<file path="src/shared/ttr_defs.vh">
// constants for the trace trigger and reset priority unit
`ifndef TTR_DEFS_VH
`define TTR_DEFS_VH
`define TTR_OFS_CTRL    4'h0
`define TTR_OFS_TRIG    4'h1
`define TTR_OFS_STAT    4'h2
`define TTR_OFS_CAX     4'h3
`define TTR_OFS_CAH     4'h4
`define TTR_OFS_CAL     4'h5
`define TTR_OFS_FH      4'h6
`define TTR_OFS_FL      4'h7
`define TTR_OFS_CNT     4'h8
`define TTR_CTRL_EN     7
`define TTR_CTRL_ARM    6
`define TTR_CTRL_BREAKPOINT_REQUEST_ENABLE  5
`define TTR_TRIG_SEL    7
`define TTR_TRIG_BEGIN  6
`define TTR_STAT_ARMED_STATUS_FLAG   0
`define TTR_RST_CAX     8'h00
`define TTR_RST_CAH     8'hFF
`define TTR_RST_CAL     8'hFE
`define TTR_RST_CTRL    8'hC0
`define TTR_RST_TRIG    8'h40
`define TTR_FIFO_DEPTH  8
`define TTR_COF_STEP    16'h0002
`endif

</file>
<file path="src/hdl/ttr_top.v">
// trace trigger unit: trigger vs interrupt priority, reset response, trace store
//
// Contract
// - with the timing select set, a target reaching the top of the pipe together with a pending interrupt is not a trigger.
// - with the timing select clear in an end run, a fetch of the target triggers even if an interrupt becomes pending then.
// - in that clear-select end case the core takes the vector and must halt before the first service instruction runs.
// - in that clear-select end case the arm bit is cleared and the interrupt change of flow is not stored.
// - with the timing select clear in a begin run, a trigger beside an interrupt stores that change of flow and stays armed.
// - the unit never asks for a reset of the microcontroller.
// - a reset after an end-run setup clears arm, armed flag and break enable and keeps the other bits.
// - every other reset, power-on included, sets up a begin run that fires on the reset vector fetch.
// - that default loads comparator A with extension 0x00, high 0xFF and low 0xFE.
// - that default loads the main control register with 0xC0.
// - that default loads the trigger control register with 0x40.
// - after a begin trigger the unit stays armed until eight change-of-flow words are stored.
// - an end-run trigger clears arm and armed flag and stops further storing.
`timescale 1ns/1ps
`include "ttr_defs.vh"

module ttr_top #(
  parameter DEPTH = `TTR_FIFO_DEPTH
) (
  input  wire        sys_clk,
  input  wire        nrst,
  input  wire        clk_en,
  input  wire        por,
  input  wire [3:0]  reg_addr,
  input  wire [7:0]  reg_wdata,
  input  wire        reg_wr,
  input  wire        reg_rd,
  output reg  [7:0]  reg_rdata_ff,
  input  wire [15:0] core_addr,
  input  wire        core_fetch,
  input  wire        core_top,
  input  wire        core_irq_pend,
  input  wire [1:0]  core_cof,
  output reg         brk_req_ff,
  output reg         mcu_rst_req_ff,
  output reg         armed_ff
);

  reg  [7:0]  ctrl_ff;
  reg  [7:0]  trig_ff;
  reg         armed_status_flag_ff;
  reg  [7:0]  cax_ff;
  reg  [7:0]  cah_ff;
  reg  [7:0]  cal_ff;
  reg  [3:0]  cnt_ff;
  reg  [2:0]  wptr_ff;
  reg  [2:0]  rptr_ff;
  reg         begun_ff;
  reg  [15:0] prev_addr_ff;
  reg  [15:0] fifo_mem [0:DEPTH-1];

  wire        en_bit    = ctrl_ff[`TTR_CTRL_EN];
  wire        arm_bit   = ctrl_ff[`TTR_CTRL_ARM];
  wire        breakpoint_request_enable_bit = ctrl_ff[`TTR_CTRL_BREAKPOINT_REQUEST_ENABLE];
  wire        sel_bit   = trig_ff[`TTR_TRIG_SEL];
  wire        begin_bit = trig_ff[`TTR_TRIG_BEGIN];
  wire        armed     = en_bit & arm_bit & armed_status_flag_ff;
  wire        addr_hit  = (cax_ff == 8'h00) & (core_addr == {cah_ff, cal_ff});

  // set select: decided at the top of the pipe, interrupt wins
  // clear select: decided on the fetch, interrupt does not veto
  wire        trig_hit  = armed & addr_hit &
                          (sel_bit ? (core_top & ~core_irq_pend) : core_fetch);

  wire        irq_case  = trig_hit & ~sel_bit & core_irq_pend;
  wire        cof_any   = |core_cof;
  wire [15:0] cof_addr  = core_cof[1] ? core_addr : (prev_addr_ff - `TTR_COF_STEP);
  wire        fifo_full = (cnt_ff == DEPTH[3:0]);

  // begin run: store only after the trigger, including the trigger cycle
  // end run: store up to the trigger; the interrupt flow is dropped
  wire        store_beg = armed & begin_bit & (begun_ff | trig_hit) & cof_any;
  wire        store_end = armed & ~begin_bit & cof_any & ~irq_case;
  wire        store     = store_beg | store_end;

  wire        beg_done  = store_beg & (cnt_ff == DEPTH[3:0] - 4'h1);
  wire        end_done  = trig_hit & ~begin_bit;

  wire        wr_ctrl   = reg_wr & (reg_addr == `TTR_OFS_CTRL);
  wire        wr_trig   = reg_wr & (reg_addr == `TTR_OFS_TRIG);
  wire        rd_low    = reg_rd & (reg_addr == `TTR_OFS_FL);
  wire [2:0]  oldest    = (cnt_ff == DEPTH[3:0]) ? wptr_ff : 3'h0;
  wire [2:0]  rd_idx    = armed ? oldest : rptr_ff;
  wire [15:0] rd_word   = fifo_mem[rd_idx];
  wire        retain    = ~por & en_bit & ~begin_bit;

  reg  [7:0]  nxt_rdata;

  always @*
  begin
    case (reg_addr)
      `TTR_OFS_CTRL: nxt_rdata = ctrl_ff;
      `TTR_OFS_TRIG: nxt_rdata = trig_ff;
      `TTR_OFS_STAT: nxt_rdata = {7'h00, armed_status_flag_ff};
      `TTR_OFS_CAX:  nxt_rdata = cax_ff;
      `TTR_OFS_CAH:  nxt_rdata = cah_ff;
      `TTR_OFS_CAL:  nxt_rdata = cal_ff;
      `TTR_OFS_FH:   nxt_rdata = rd_word[15:8];
      `TTR_OFS_FL:   nxt_rdata = rd_word[7:0];
      `TTR_OFS_CNT:  nxt_rdata = {4'h0, cnt_ff};
      default:       nxt_rdata = 8'h00;
    endcase
  end

  // trace memory has no reset so a retaining reset leaves it readable
  always @(posedge sys_clk)
  begin
    if (nrst & clk_en & store)
    begin
      fifo_mem[wptr_ff] <= cof_addr;
    end
  end

  always @(posedge sys_clk)
  begin
    if (!nrst)
    begin
      reg_rdata_ff   <= 8'h00;
      brk_req_ff     <= 1'b0;
      mcu_rst_req_ff <= 1'b0;
      armed_ff       <= 1'b0;
      begun_ff       <= 1'b0;
      prev_addr_ff   <= 16'h0000;
      rptr_ff        <= 3'h0;
      if (retain)
      begin
        // end-run results stay for the host; only arming and break enable are dropped
        ctrl_ff[`TTR_CTRL_ARM]   <= 1'b0;
        ctrl_ff[`TTR_CTRL_BREAKPOINT_REQUEST_ENABLE] <= 1'b0;
        armed_status_flag_ff                  <= 1'b0;
      end
      else
      begin
        // default begin run catching the reset vector fetch
        cax_ff  <= `TTR_RST_CAX;
        cah_ff  <= `TTR_RST_CAH;
        cal_ff  <= `TTR_RST_CAL;
        ctrl_ff <= `TTR_RST_CTRL;
        trig_ff <= `TTR_RST_TRIG;
        armed_status_flag_ff <= 1'b1;
        cnt_ff  <= 4'h0;
        wptr_ff <= 3'h0;
      end
    end
    else if (clk_en)
    begin
      reg_rdata_ff   <= reg_rd ? nxt_rdata : 8'h00;
      // no path in this unit ever requests a system reset
      mcu_rst_req_ff <= 1'b0;
      prev_addr_ff   <= core_addr;

      if (store)
      begin
        wptr_ff <= wptr_ff + 3'h1;
        if (!fifo_full)
        begin
          cnt_ff <= cnt_ff + 4'h1;
        end
      end

      if (trig_hit & begin_bit)
      begin
        begun_ff <= 1'b1;
      end

      // an unexpected read while armed must not advance the read side
      if (rd_low & ~armed)
      begin
        rptr_ff <= rptr_ff + 3'h1;
      end

      if (beg_done)
      begin
        // begin run ends only on the eighth stored word
        ctrl_ff[`TTR_CTRL_ARM] <= 1'b0;
        armed_status_flag_ff                <= 1'b0;
        begun_ff               <= 1'b0;
        brk_req_ff             <= breakpoint_request_enable_bit;
      end
      else if (end_done)
      begin
        // trigger closes the run at once
        ctrl_ff[`TTR_CTRL_ARM] <= 1'b0;
        armed_status_flag_ff                <= 1'b0;
        // break before the service routine runs
        brk_req_ff             <= breakpoint_request_enable_bit;
      end
      else if (wr_ctrl)
      begin
        ctrl_ff    <= reg_wdata;
        armed_status_flag_ff    <= reg_wdata[`TTR_CTRL_EN] & reg_wdata[`TTR_CTRL_ARM];
        brk_req_ff <= 1'b0;
        if (reg_wdata[`TTR_CTRL_ARM] & ~arm_bit)
        begin
          cnt_ff   <= 4'h0;
          wptr_ff  <= 3'h0;
          rptr_ff  <= 3'h0;
          begun_ff <= 1'b0;
        end
      end

      if (wr_trig & ~armed)
      begin
        trig_ff <= reg_wdata;
      end
      if (reg_wr & ~armed & (reg_addr == `TTR_OFS_CAX))
      begin
        cax_ff <= reg_wdata;
      end
      if (reg_wr & ~armed & (reg_addr == `TTR_OFS_CAH))
      begin
        cah_ff <= reg_wdata;
      end
      if (reg_wr & ~armed & (reg_addr == `TTR_OFS_CAL))
      begin
        cal_ff <= reg_wdata;
      end

      armed_ff <= beg_done | end_done ? 1'b0 :
                  wr_ctrl ? (reg_wdata[`TTR_CTRL_EN] & reg_wdata[`TTR_CTRL_ARM]) : armed;
    end
  end

endmodule

</file>
<file path="config.mk">
export PLATFORM = sky130hd
export DESIGN_NAME = ttr_top
export DESIGN_NICKNAME = d
export VERILOG_FILES = /design/src/hdl/ttr_top.v
export VERILOG_INCLUDE_DIRS = /design/src /design/src/shared
export SDC_FILE = /design/constraint.sdc
export NUM_CORES = 1
export LEC_CHECK = 0
export ABC_AREA = 1
export BUFFER_PORTS_ARGS = -buffer_cell sky130_fd_sc_hd__clkbuf_2
export CAP_MARGIN = 0
export CORE_ASPECT_RATIO = 0.8
export CORE_MARGIN = 4
export CORE_UTILIZATION = 66
export CTS_CLUSTER_SIZE = 8
export DETAILED_ROUTE_END_ITERATION = 7
export PLACE_DENSITY = 0.95
export RECOVER_POWER = 100
export REMOVE_ABC_BUFFERS = 1
export SLEW_MARGIN = 10
export SYNTH_ARGS = -nofsm -noshare
export SYNTH_HDL_FRONTEND = slang
export SYNTH_SLANG_ARGS = --single-unit
</file>
<file path="constraint.sdc">
create_clock -name sys_clk -period 5.5 [get_ports sys_clk]
set_clock_uncertainty 0.05 [all_clocks]
set_input_delay 1.1 -clock sys_clk [delete_from_list [all_inputs] [get_ports sys_clk]]
set_output_delay 1.1 -clock sys_clk [all_outputs]
set_load 0.1 [all_outputs]
</file>
==> results.md, run 1 <==
- Outcome: finished, final reports clean
- Post-synthesis cell area: 9780 sq um
- Crit path required time: ~5.6 ns
- Grt ovf: 0
- Starting Density: about two thirds
- Die ar.: between 15000 and 20000 sq um
- Placed Cells: roughly 1200
- DRC viols: 0
- Part of the cycle the worst path needs: 79.2%
- Number of global-route vias before repair: between 7000 and 8000
- Max Slew Vio Count: 0
- Largest stage delay on the critical path: between 0.9 and 1 ns
- Max cap viols: 0
- Routed len/inst: 20.9 microns
- Max IR drop VDD: about 0.00027 V
- Worst setup slack after placement: 1.83 ns
- CP arrival: approximately 4.5 ns
- Chip width: around 140 microns
- Synth warn: 0
- First-pass GRT wire length: roughly 40000 microns
- Routability cong.: between 1 and 1.5
- Layout Nets: approximately 1100
- Worst setup margin: between 1 and 1.5 ns
- Synth Flop Type: edfxtp_1
- CTS Hold Buffers Added: 0
- Final WL: ~27000 microns
- Crit-path cells: clkbuf_1, nand2_1, inv_1, nand3_1, nor2_1, clkbuf_1
- Share of the synthesized area in the top cell type: a little over half
- Count leader, synth: nand2_1
- Fin crit period: 4.36 ns
- Die span in y: 117 microns
- Initial antenna violation count: 0
- Clock slew at reported path FFs: around 0.050 ns
- Critical path class: in2reg
- Asr flop ratio synth: 0%
- Sequential fraction of the synthesis area: 60.2%
- Root buffer cell: clkbuf_16
- Avg Synthesized Cell Area: 9.46 sq um
- Worst hold path class: reg2reg
- Final Non-Filler Cells: around 1300
- Finish-stage setup viols: 0
- FP Rows: 39
- # IOs: 50
- Worst setup SP type: input pin
- Static Leak: around 4.6 nW
- Postcts setup bufs: 0
- FMAX: 230 MHz
- Crit path max fanout: 24
- Clock Latency Late Sink: between 0.5 and 0.6 ns
- Total CTS buffers: 29
- Setup TNS: 0 ns
- Fill cells: just under 900
- Layout area overhead: 11.5%
- Buffers on Ports: 48
- H-tree Lvls: 1
- Most common cell on crit path: clkbuf_1
- EDFF count, synth: between 150 and 200
- Post-cts gate resize count: 0
- Vias per cell: between 6 and 7
- Synth unique cells: 40
- Critical path endpoint category: register
- Vias: slightly above 8000
- RSZ-0062 raised after global routing: no
- Hold Worst Slack: about 0.4 ns
- Clk buf depth: 3
- Top cells by count, synth: nand2_1, edfxtp_1, nand3_1
- Count of state elements after synthesis: about 210
- PD cells: roughly 340 nW/um^2
- Routed Antenna Nets: 0
- Top cell type by total area after synthesis: edfxtp_1
- Synth Instances: roughly 1000
- Worst-margin pin slew: approximately 1.3 ns
- CTS tree: yes
- # clock sinks: around 210
- Diode count: 0
- Hpwl dp: roughly 17000 microns
- Core Area: 14400 sq um
- Top cells by area, synth: edfxtp_1, nand2_1, nand3_1
- GRT Overall Usage: approximately a third
- Fraction of layout cells with a size suffix above 1: 7.84%
- Final hold vios: 0
- Relative slew slack: 12.6%
- Power Total: between 3 and 4 mW
- Drt pass-1 iters: 8
- Critical path's slowest cell: clkbuf_1
- DRT iter0 DRCs: 1400
- Largest net degree at the start of global routing: 65
critical path, delay by kind of cell:
family        cells  cell delay [ns]
buf+inv           3             2.22
simple gates      3             1.13
cell type report:
cell class / count / area, sq um / area share [%]
clock buffers: 50 / 815 / 7.47
repair buffers: 61 / 290 / 2.66
well taps: 184 / 230 / 2.11
multi-input cells: 642 / 3100 / 28.4
flip-flops and latches: 206 / 5890 / 54.0
clock inverters: 1 / 20.0 / 0.184
inverters: 150 / 563 / 5.16
final timing paths:
kind,start,end,slack (ns),cells past startpoint
setup / recovery,nrst,fifo_mem[0][10],1.14,6
hold / removal,reg_rdata_ff[7],reg_rdata_ff[7],0.40,2
setup reg to reg,cal_ff[6],fifo_mem[0][10],1.80,12
hold reg to reg,reg_rdata_ff[7],reg_rdata_ff[7],0.40,2
cells in the final DEF, fill, tap and decap left out, drive strengths merged:
cell / Yosys / routed
nand2: 281 / 281
edfxtp: 176 / 176
nand3: 166 / 166
inv: 146 / 147
clkbuf: 8 / 106
nor2: 60 / 60
dfxtp: 30 / 30
o21ai: 30 / 30
o22ai: 22 / 22
nand3b: 17 / 17
a21oi: 12 / 12
xor2: 10 / 10
nor3: 6 / 6
a211oi: 6 / 6
o31ai: 5 / 5
a22o: 5 / 5
ha: 5 / 5
buf: 27 / 5
nand4: 5 / 5
clkinv: 4 / 4
a31oi: 4 / 4
o211ai: 2 / 2
a21boi: 2 / 2
a21o: 1 / 1
xnor2: 1 / 1
o2111ai: 1 / 1
conb: 1 / 1
metal layers:
layer	up-vias	wire [microns]	GRT usage, %
li1	3579	-	-
met1	3714	9560	42.9
met2	703	12400	50.4
met3	135	3890	8.77
met4	0	1200	13.1
met5	-	0	0
per-stage QoR:
stage | util, % | cell area [sq um]
after floorplan | - | 9560
final | 75.7 | 10900
after global routing | 75.7 | 10900
after global placement | 70.4 | 10100
after CTS | 76.2 | 11000
after detailed placement | 70.4 | 10100
flip-flops by register name, summed over array words and instances (netlist names):
name and cells:
ctrl_ff 8, cnt_ff 4, wptr_ff 3, cax_ff 8, armed_status_flag_ff 1, brk_req_ff 1, cal_ff 8, begun_ff 1
armed_ff 1, prev_addr_ff 16, reg_rdata_ff 8, rptr_ff 3, trig_ff 8, cah_ff 8, fifo_mem 128
where the power goes:
part / switching (mW) / internal (mW)
Combinational: 0.231 / 0.0776
Clock: 0.657 / 0.993
Sequential: 0.0302 / 1.76
cells by family after synthesis:
logic type / after synthesis / synth area share, %
adders and majority gates: 5 / 0.640
AOI/OAI and AO/OA: 90 / 5.81
other: 1 / 0.0384
buffers and inverters: 185 / 7.96
and+or+nand+nor: 535 / 24.4
xor gates and xnor gates: 11 / 0.986
DFF: 206 / 60.2
Note: power is estimated with default switching activity, not from simulation.
==> run 2, diff against run 1 <==
- CORE_UTILIZATION: 66 -> 61
- PLACE_DENSITY: 0.95 -> 0.89
- clock period: 5.5 -> 4.4 ns (I/O delays scaled with it)
==> run 2 against run 1 <==
Against the previous run:
- the run now ends with capacitance limit, slew limit left
- final cell count increased by 3.8%
- sequential power increased by 25%
- utilization decreased by 5.9 points
- clock-buffer cell count increased by 3
- global-route usage decreased by 2.5 points
- wire length decreased by 0.65%
- highest routed layer unchanged
==> results.md, run 2 (synthesis gave the netlist of run 1 again) <==
- FMAX: ~280 MHz
- Final WL: 26900 microns (-0.65%)
- Crit path required time: 4.82 ns (-0.78 ns)
- Total CTS buffers: 29 (unchanged)
- Vias per cell: 5.93 (-5.6%)
- Routed Antenna Nets: 0 (unchanged)
- Outcome: finished with violations
- Max Slew Vio Count: 19 (+19)
- DRT iter0 DRCs: 1292 (-7.7%)
- # IOs: 50 (unchanged)
- Critical path class: reg2reg
- Clock Latency Late Sink: 0.53 ns (-0.02 ns)
- Core Area: 15700 sq um (+9.4%)
- Critical path endpoint category: register
- Die span in y: 121 microns (+3.7%)
- Hpwl dp: 18400 microns (+10%)
- Crit path max fanout: 18 (-25%)
- Largest registers: fifo_mem (128), prev_addr_ff (16)
- Max reg flops: 128 (unchanged)
- Worst hold path class: reg2reg
- Most frequent cells in the layout: nand2_1, edfxtp_1, nand3_1
- Crit-path cells: nand3_1, inv_1, nand2_1, o21ai_1, nand3_1, nand3_1, nand3_1, nand3_1, nand2_1, nand2_1
- Final Non-Filler Cells: 1343 (+3.8%)
- Postcts setup bufs: 0 (unchanged)
- CTS Hold Buffers Added: 0 (unchanged)
- Fin crit period: between 3 and 4 ns
- Static Leak: 4.66 nW (+0.50%)
- Vias: 7966 (-2.0%)
- Reg2Reg Setup Slack: 0.86 ns (-0.94 ns)
- Area after DPL: 10300 sq um (+1.4%)
- Finish-stage setup viols: 0 (unchanged)
- Routability cong.: 0.987 (-1.3%)
- Routed len/inst: 20.0 microns (-4.3%)
- Worst setup SP type: register
- Drt pass-1 iters: 6 (-2)
- CTS tree: yes
- Layout area overhead: 12.5%
- Clk buf depth: 3 (unchanged)
- Max IR drop VDD: 0.000321 V (+21%)
- Multi-input gate area: 3070 sq um (-1.1%)
- H-tree Lvls: 1 (unchanged)
- Buffers on Ports: 48 (unchanged)
- Part of the cycle the worst path needs: between 80% and 90%
- FP Rows: 41 (+5.1%)
- Fin util: 69.8% (-5.9 points)
- Clock slew at reported path FFs: 0.05 ns (about the same)
- Commonest non-fill, non-tap cell in the layout: nand2_1
- Max cap viols: 1 (+1)
- Chip width: 150 microns (+3.8%)
- Fill cells: 1197 (+34%)
- Starting Density: 62.1% (-5.8 points)
- CP arrival: 3.96 ns (-0.49 ns)
- Relative slew slack: -5.49% (-18 points)
- Largest stage delay on the critical path: 1.20 ns (+0.23 ns)
- Largest register by flop count: fifo_mem
- Root buffer cell: clkbuf_16
- Failing checks: capacitance limit, slew limit
- Storage cell area: 5890 sq um (unchanged)
- Post-cts gate resize count: 0 (unchanged)
- First-pass GRT wire length: 40600 microns (-0.27%)
- DRC viols: 0 (unchanged)
- Layout Nets: 1149 (+1.3%)
- RSZ-0062 raised after global routing: no
- PD cells: 425 nW/um^2 (+24%)
- # clock sinks: 206 (unchanged)
- Diode count: 0 (unchanged)
- Setup TNS: 0 ns (unchanged)
- Post-route cell area: 11000 sq um (+0.87%)
- Placed Cells: 1289 (+3.7%)
- Largest net degree at the start of global routing: 65 (unchanged)
- Final hold vios: 0 (unchanged)
- Initial antenna violation count: 1 (+1)
- GRT Overall Usage: 29.5% (-2.5 points)
- Fraction of layout cells with a size suffix above 1: 8.16% (+0.32 points)
- Worst-margin pin slew: 1.57 ns (+0.261 ns)
- Number of global-route vias before repair: 7407 (-2.4%)
- Grt ovf: 0 (unchanged)
- Die ar.: 18100 sq um (+7.7%)
- Most common cell on crit path: nand3_1
- Critical path's slowest cell: o21ai_1
## run 2: changes by cell type in the layout (fill, tap and decap cells not counted), sizes merged
| cell | before | now |
|---|---|---|
| buf | 5 | 13 |
| clkbuf | 106 | 116 |
## run 2: path summary, 6_finish.rpt
kind / from / end / depth (start not counted)
setup / recovery: ctrl_ff[7] / reg_rdata_ff[0] / 10
hold / removal: brk_req_ff / brk_req_ff / 2
setup reg to reg: ctrl_ff[7] / reg_rdata_ff[0] / 10
hold reg to reg: brk_req_ff / brk_req_ff / 2
## run 2: through the flow
step	worst slack (ns)	hold WS, ns	total power, mW
finish	0.863	0.393	4.68
global route	0.666	0.425	4.81
CTS	1.49	0.399	4.68
detailed placement	1.10	0.388	2.67
global placement	1.18	0.386	2.66
floorplan	1.45	0.396	2.49
## run 2: final cells by class
class / instances / area share [%]
tap: 215 / 2.45
clock inverter: 1 / 0.0796
timing repair buffer: 76 / 3.45
clock buffer: 53 / 7.51
inverter: 150 / 5.12
sequential: 206 / 53.5
multi-input combinational: 642 / 27.9
## run 2: layer usage
metal	wire length [microns]	global-route usage, %
met4	844	8.75
met3	3990	8.66
met2	12000	44.8
met1	10100	41.8
met5	0	0
## run 2: critical path: cells and delay by family, from the launching register on
family	cells	cell delay, ns
compound gates	1	1.20
buf+inv	1	0.32
flops	1	0.44
simple gates	8	1.46
## run 2: power breakdown
part           internal [mW]  leakage, nW  switching, mW
Sequential              2.20         1.87         0.0366
Combinational          0.101         2.39          0.308
Clock                   1.25        0.396          0.790
==> run 3, diff against run 2 <==
- clock period: 4.4 -> 3.4 ns (I/O delays scaled with it)
==> run 3 against run 2 <==
Against the previous run:
- the run ends with DRC left
- critical path type is now in2reg
- combinational power up 28%
- final cell count is 0.74% higher
- total power increased by 30%
- setup slack lost 0.42 ns
- utilization grew 0.27 points
- global-route usage shrank 0.42 points
==> results.md, run 3 (synthesis gave the netlist of run 1 again) <==
- CTS Hold Buffers Added: 0 (unchanged)
- Final Non-Filler Cells: 1353 (+0.74%)
- Fin crit period: roughly 3.0 ns
- DRC viols: 10 (+10)
- Crit-path cells: clkbuf_1, nand2_1, clkbuf_1, o31ai_1, clkbuf_1
- Total CTS buffers: 29 (unchanged)
- Vias per cell: 5.90 (-0.55%)
- R2R depth: 12 (+2)
- Largest net degree at the start of global routing: 60 (-7.7%)
- Crit path buf inv count: 3 (+2)
- Outcome: finished with violations
- FMAX: between 300 and 400 MHz
- Launch point of the critical path: nrst
- Clock slew at reported path FFs: 0.05 ns (about the same)
- Max cap viols: 0 (-1)
- Most frequent cells in the layout: nand2_1, edfxtp_1, nand3_1
- Relative slew slack: 20.3% (+26 points)
- Routability cong.: 0.987 (about the same)
- Commonest non-fill, non-tap cell in the layout: nand2_1
- Logic pwr share: 8.6% (-0.2 points)
- Core Area: 15700 sq um (unchanged)
- FP Rows: 41 (unchanged)
- # clock sinks: 206 (unchanged)
- Part of the cycle the worst path needs: between 80% and 90%
- Hpwl dp: 18000 microns (-2.0%)
- Final hold vios: 0 (unchanged)
- Finish-stage setup viols: 0 (unchanged)
- Switching part of the total power: 24.5% (+0.20 points)
- Failing checks: DRC
- R2R Path Start: cal_ff[6]
- Largest registers: fifo_mem (128), prev_addr_ff (16)
- Chip width: 150 microns (unchanged)
- Sequential group share of total power: 47.5% (-0.2 points)
- PD cells: 551 nW/um^2 (+30%)
- CP arrival: 3.08 ns (-0.88 ns)
- CP top delay family: buffers and inverters
- Worst setup SP type: input pin
- Postcts setup bufs: 0 (unchanged)
- RSZ-0062 raised after global routing: no
- GRT Overall Usage: 29.1% (-0.42 points)
- Vias: 7981 (+0.19%)
- Worst-margin pin slew: 1.20 ns (-0.376 ns)
- First-pass GRT wire length: 40400 microns (-0.32%)
- Die span in y: 121 microns (unchanged)
- Static Leak: 4.68 nW (+0.58%)
- Critical path class: in2reg
- Buffers on Ports: 48 (unchanged)
- Fraction of layout cells with a size suffix above 1: 8.17% (+0.016 points)
- Final WL: 26500 microns (-1.3%)
- Critical path depth in cells: 5 (-5)
- Max Slew Vio Count: 0 (-19)
- CTS tree: yes
- Power Internal: 4.59 mW (+30%)
- Critical path endpoint: cal_ff[4]
- DRT iter0 DRCs: 1227 (-5.0%)
- Placed Cells: 1299 (+0.78%)
- Max IR drop VDD: 0.000376 V (+17%)
- H-tree Lvls: 1 (unchanged)
- Largest stage delay on the critical path: 0.86 ns (-0.34 ns)
- Clk buf depth: 3 (unchanged)
- Critical path endpoint category: register
- Routed Antenna Nets: 0 (unchanged)
- Crit path required time: 3.52 ns (-1.30 ns)
- Critical path's slowest cell: clkbuf_1
- # IOs: 50 (unchanged)
- Clock share of power: 43.9% (+0.4 points)
- R2r endpoint: fifo_mem[2][3]
- Root buffer cell: clkbuf_16
- Max reg flops: 128 (unchanged)
- Clock Latency Late Sink: 0.55 ns (+0.02 ns)
- Reg2Reg Setup Slack: 0.46 ns (-0.40 ns)
- Switching pwr: 1.49 mW (+31%)
- Fin util: 70.1% (+0.27 points)
- Crit path max fanout: 24 (+6)
- Number of global-route vias before repair: 7542 (+1.8%)
- Post-cts gate resize count: 0 (unchanged)
- Layout Nets: 1159 (+0.87%)
- Initial antenna violation count: 0 (-1)
- Die ar.: 18100 sq um (unchanged)
- Worst hold path class: in2reg
- Layout area overhead: 12.9%
- Largest register by flop count: fifo_mem
- Diode count: 0 (unchanged)
- Routed len/inst: 19.6 microns (-2.0%)
- Setup TNS: 0 ns (unchanged)
- Drt pass-1 iters: 8 (+2)
- Grt ovf: 0 (unchanged)
- Starting Density: 62.1% (unchanged)
- Most common cell on crit path: clkbuf_1
## run 3: stage by stage
stage                     setup WS (ns)  hold slack (ns)  power [mW]  area, sq um
final                             0.444            0.386        6.08        11000
after global routing              0.269            0.388        6.24        11000
after CTS                         0.716            0.382        6.09        11200
after detailed placement          0.609            0.384        3.46        10400
after global placement            0.682            0.384        3.44        10400
after floorplan                   0.647            0.396        3.22         9560
## run 3: per-layer routing
layer / track usage, % / up-vias / share of wire (%)
li1: - / 3637 / -
met1: 40.8 / 3697 / 38
met2: 45.0 / 560 / 46
met3: 7.06 / 87 / 13
met4: 10.0 / 0 / 3.6
met5: 0 / - / 0
## run 3: power groups by stage
stage / Sequential (mW) / Combinational (mW) / Clock (mW)
after floorplan: 2.93 / 0.291 / 0
after global placement: 2.93 / 0.508 / 0
after detailed placement: 2.93 / 0.525 / 0
after CTS: 2.88 / 0.532 / 2.67
after global routing: 2.89 / 0.568 / 2.79
final: 2.89 / 0.523 / 2.67
## run 3: cell type report
| class | instances | area, sq um |
|---|---|---|
| Inverter | 150 | 563 |
| Timing Repair Buffer | 86 | 399 |
| Tap cell | 215 | 269 |
| Multi-Input combinational cell | 642 | 3080 |
| Clock inverter | 1 | 20.0 |
| Sequential cell | 206 | 5890 |
| Clock buffer | 53 | 826 |
| Fill cell | 1131 | 4710 |
## run 3: worst min-delay path, cell delays in order
cell and delay, ns:
clkbuf_2 0.10, inv_1 0.06, o22ai_1 0.08
## run 3: worst min-delay path by stage
stage                          startpoint  slack [ns]  cells after the start               end
after floorplan           prev_addr_ff[0]        0.40                      2   prev_addr_ff[0]
after global placement         brk_req_ff        0.38                      2        brk_req_ff
after CTS                    core_addr[6]        0.38                      3   prev_addr_ff[6]
after global routing        core_addr[12]        0.39                      3  prev_addr_ff[12]
after detailed placement       brk_req_ff        0.38                      2        brk_req_ff
final                        core_addr[2]        0.39                      3   prev_addr_ff[2]
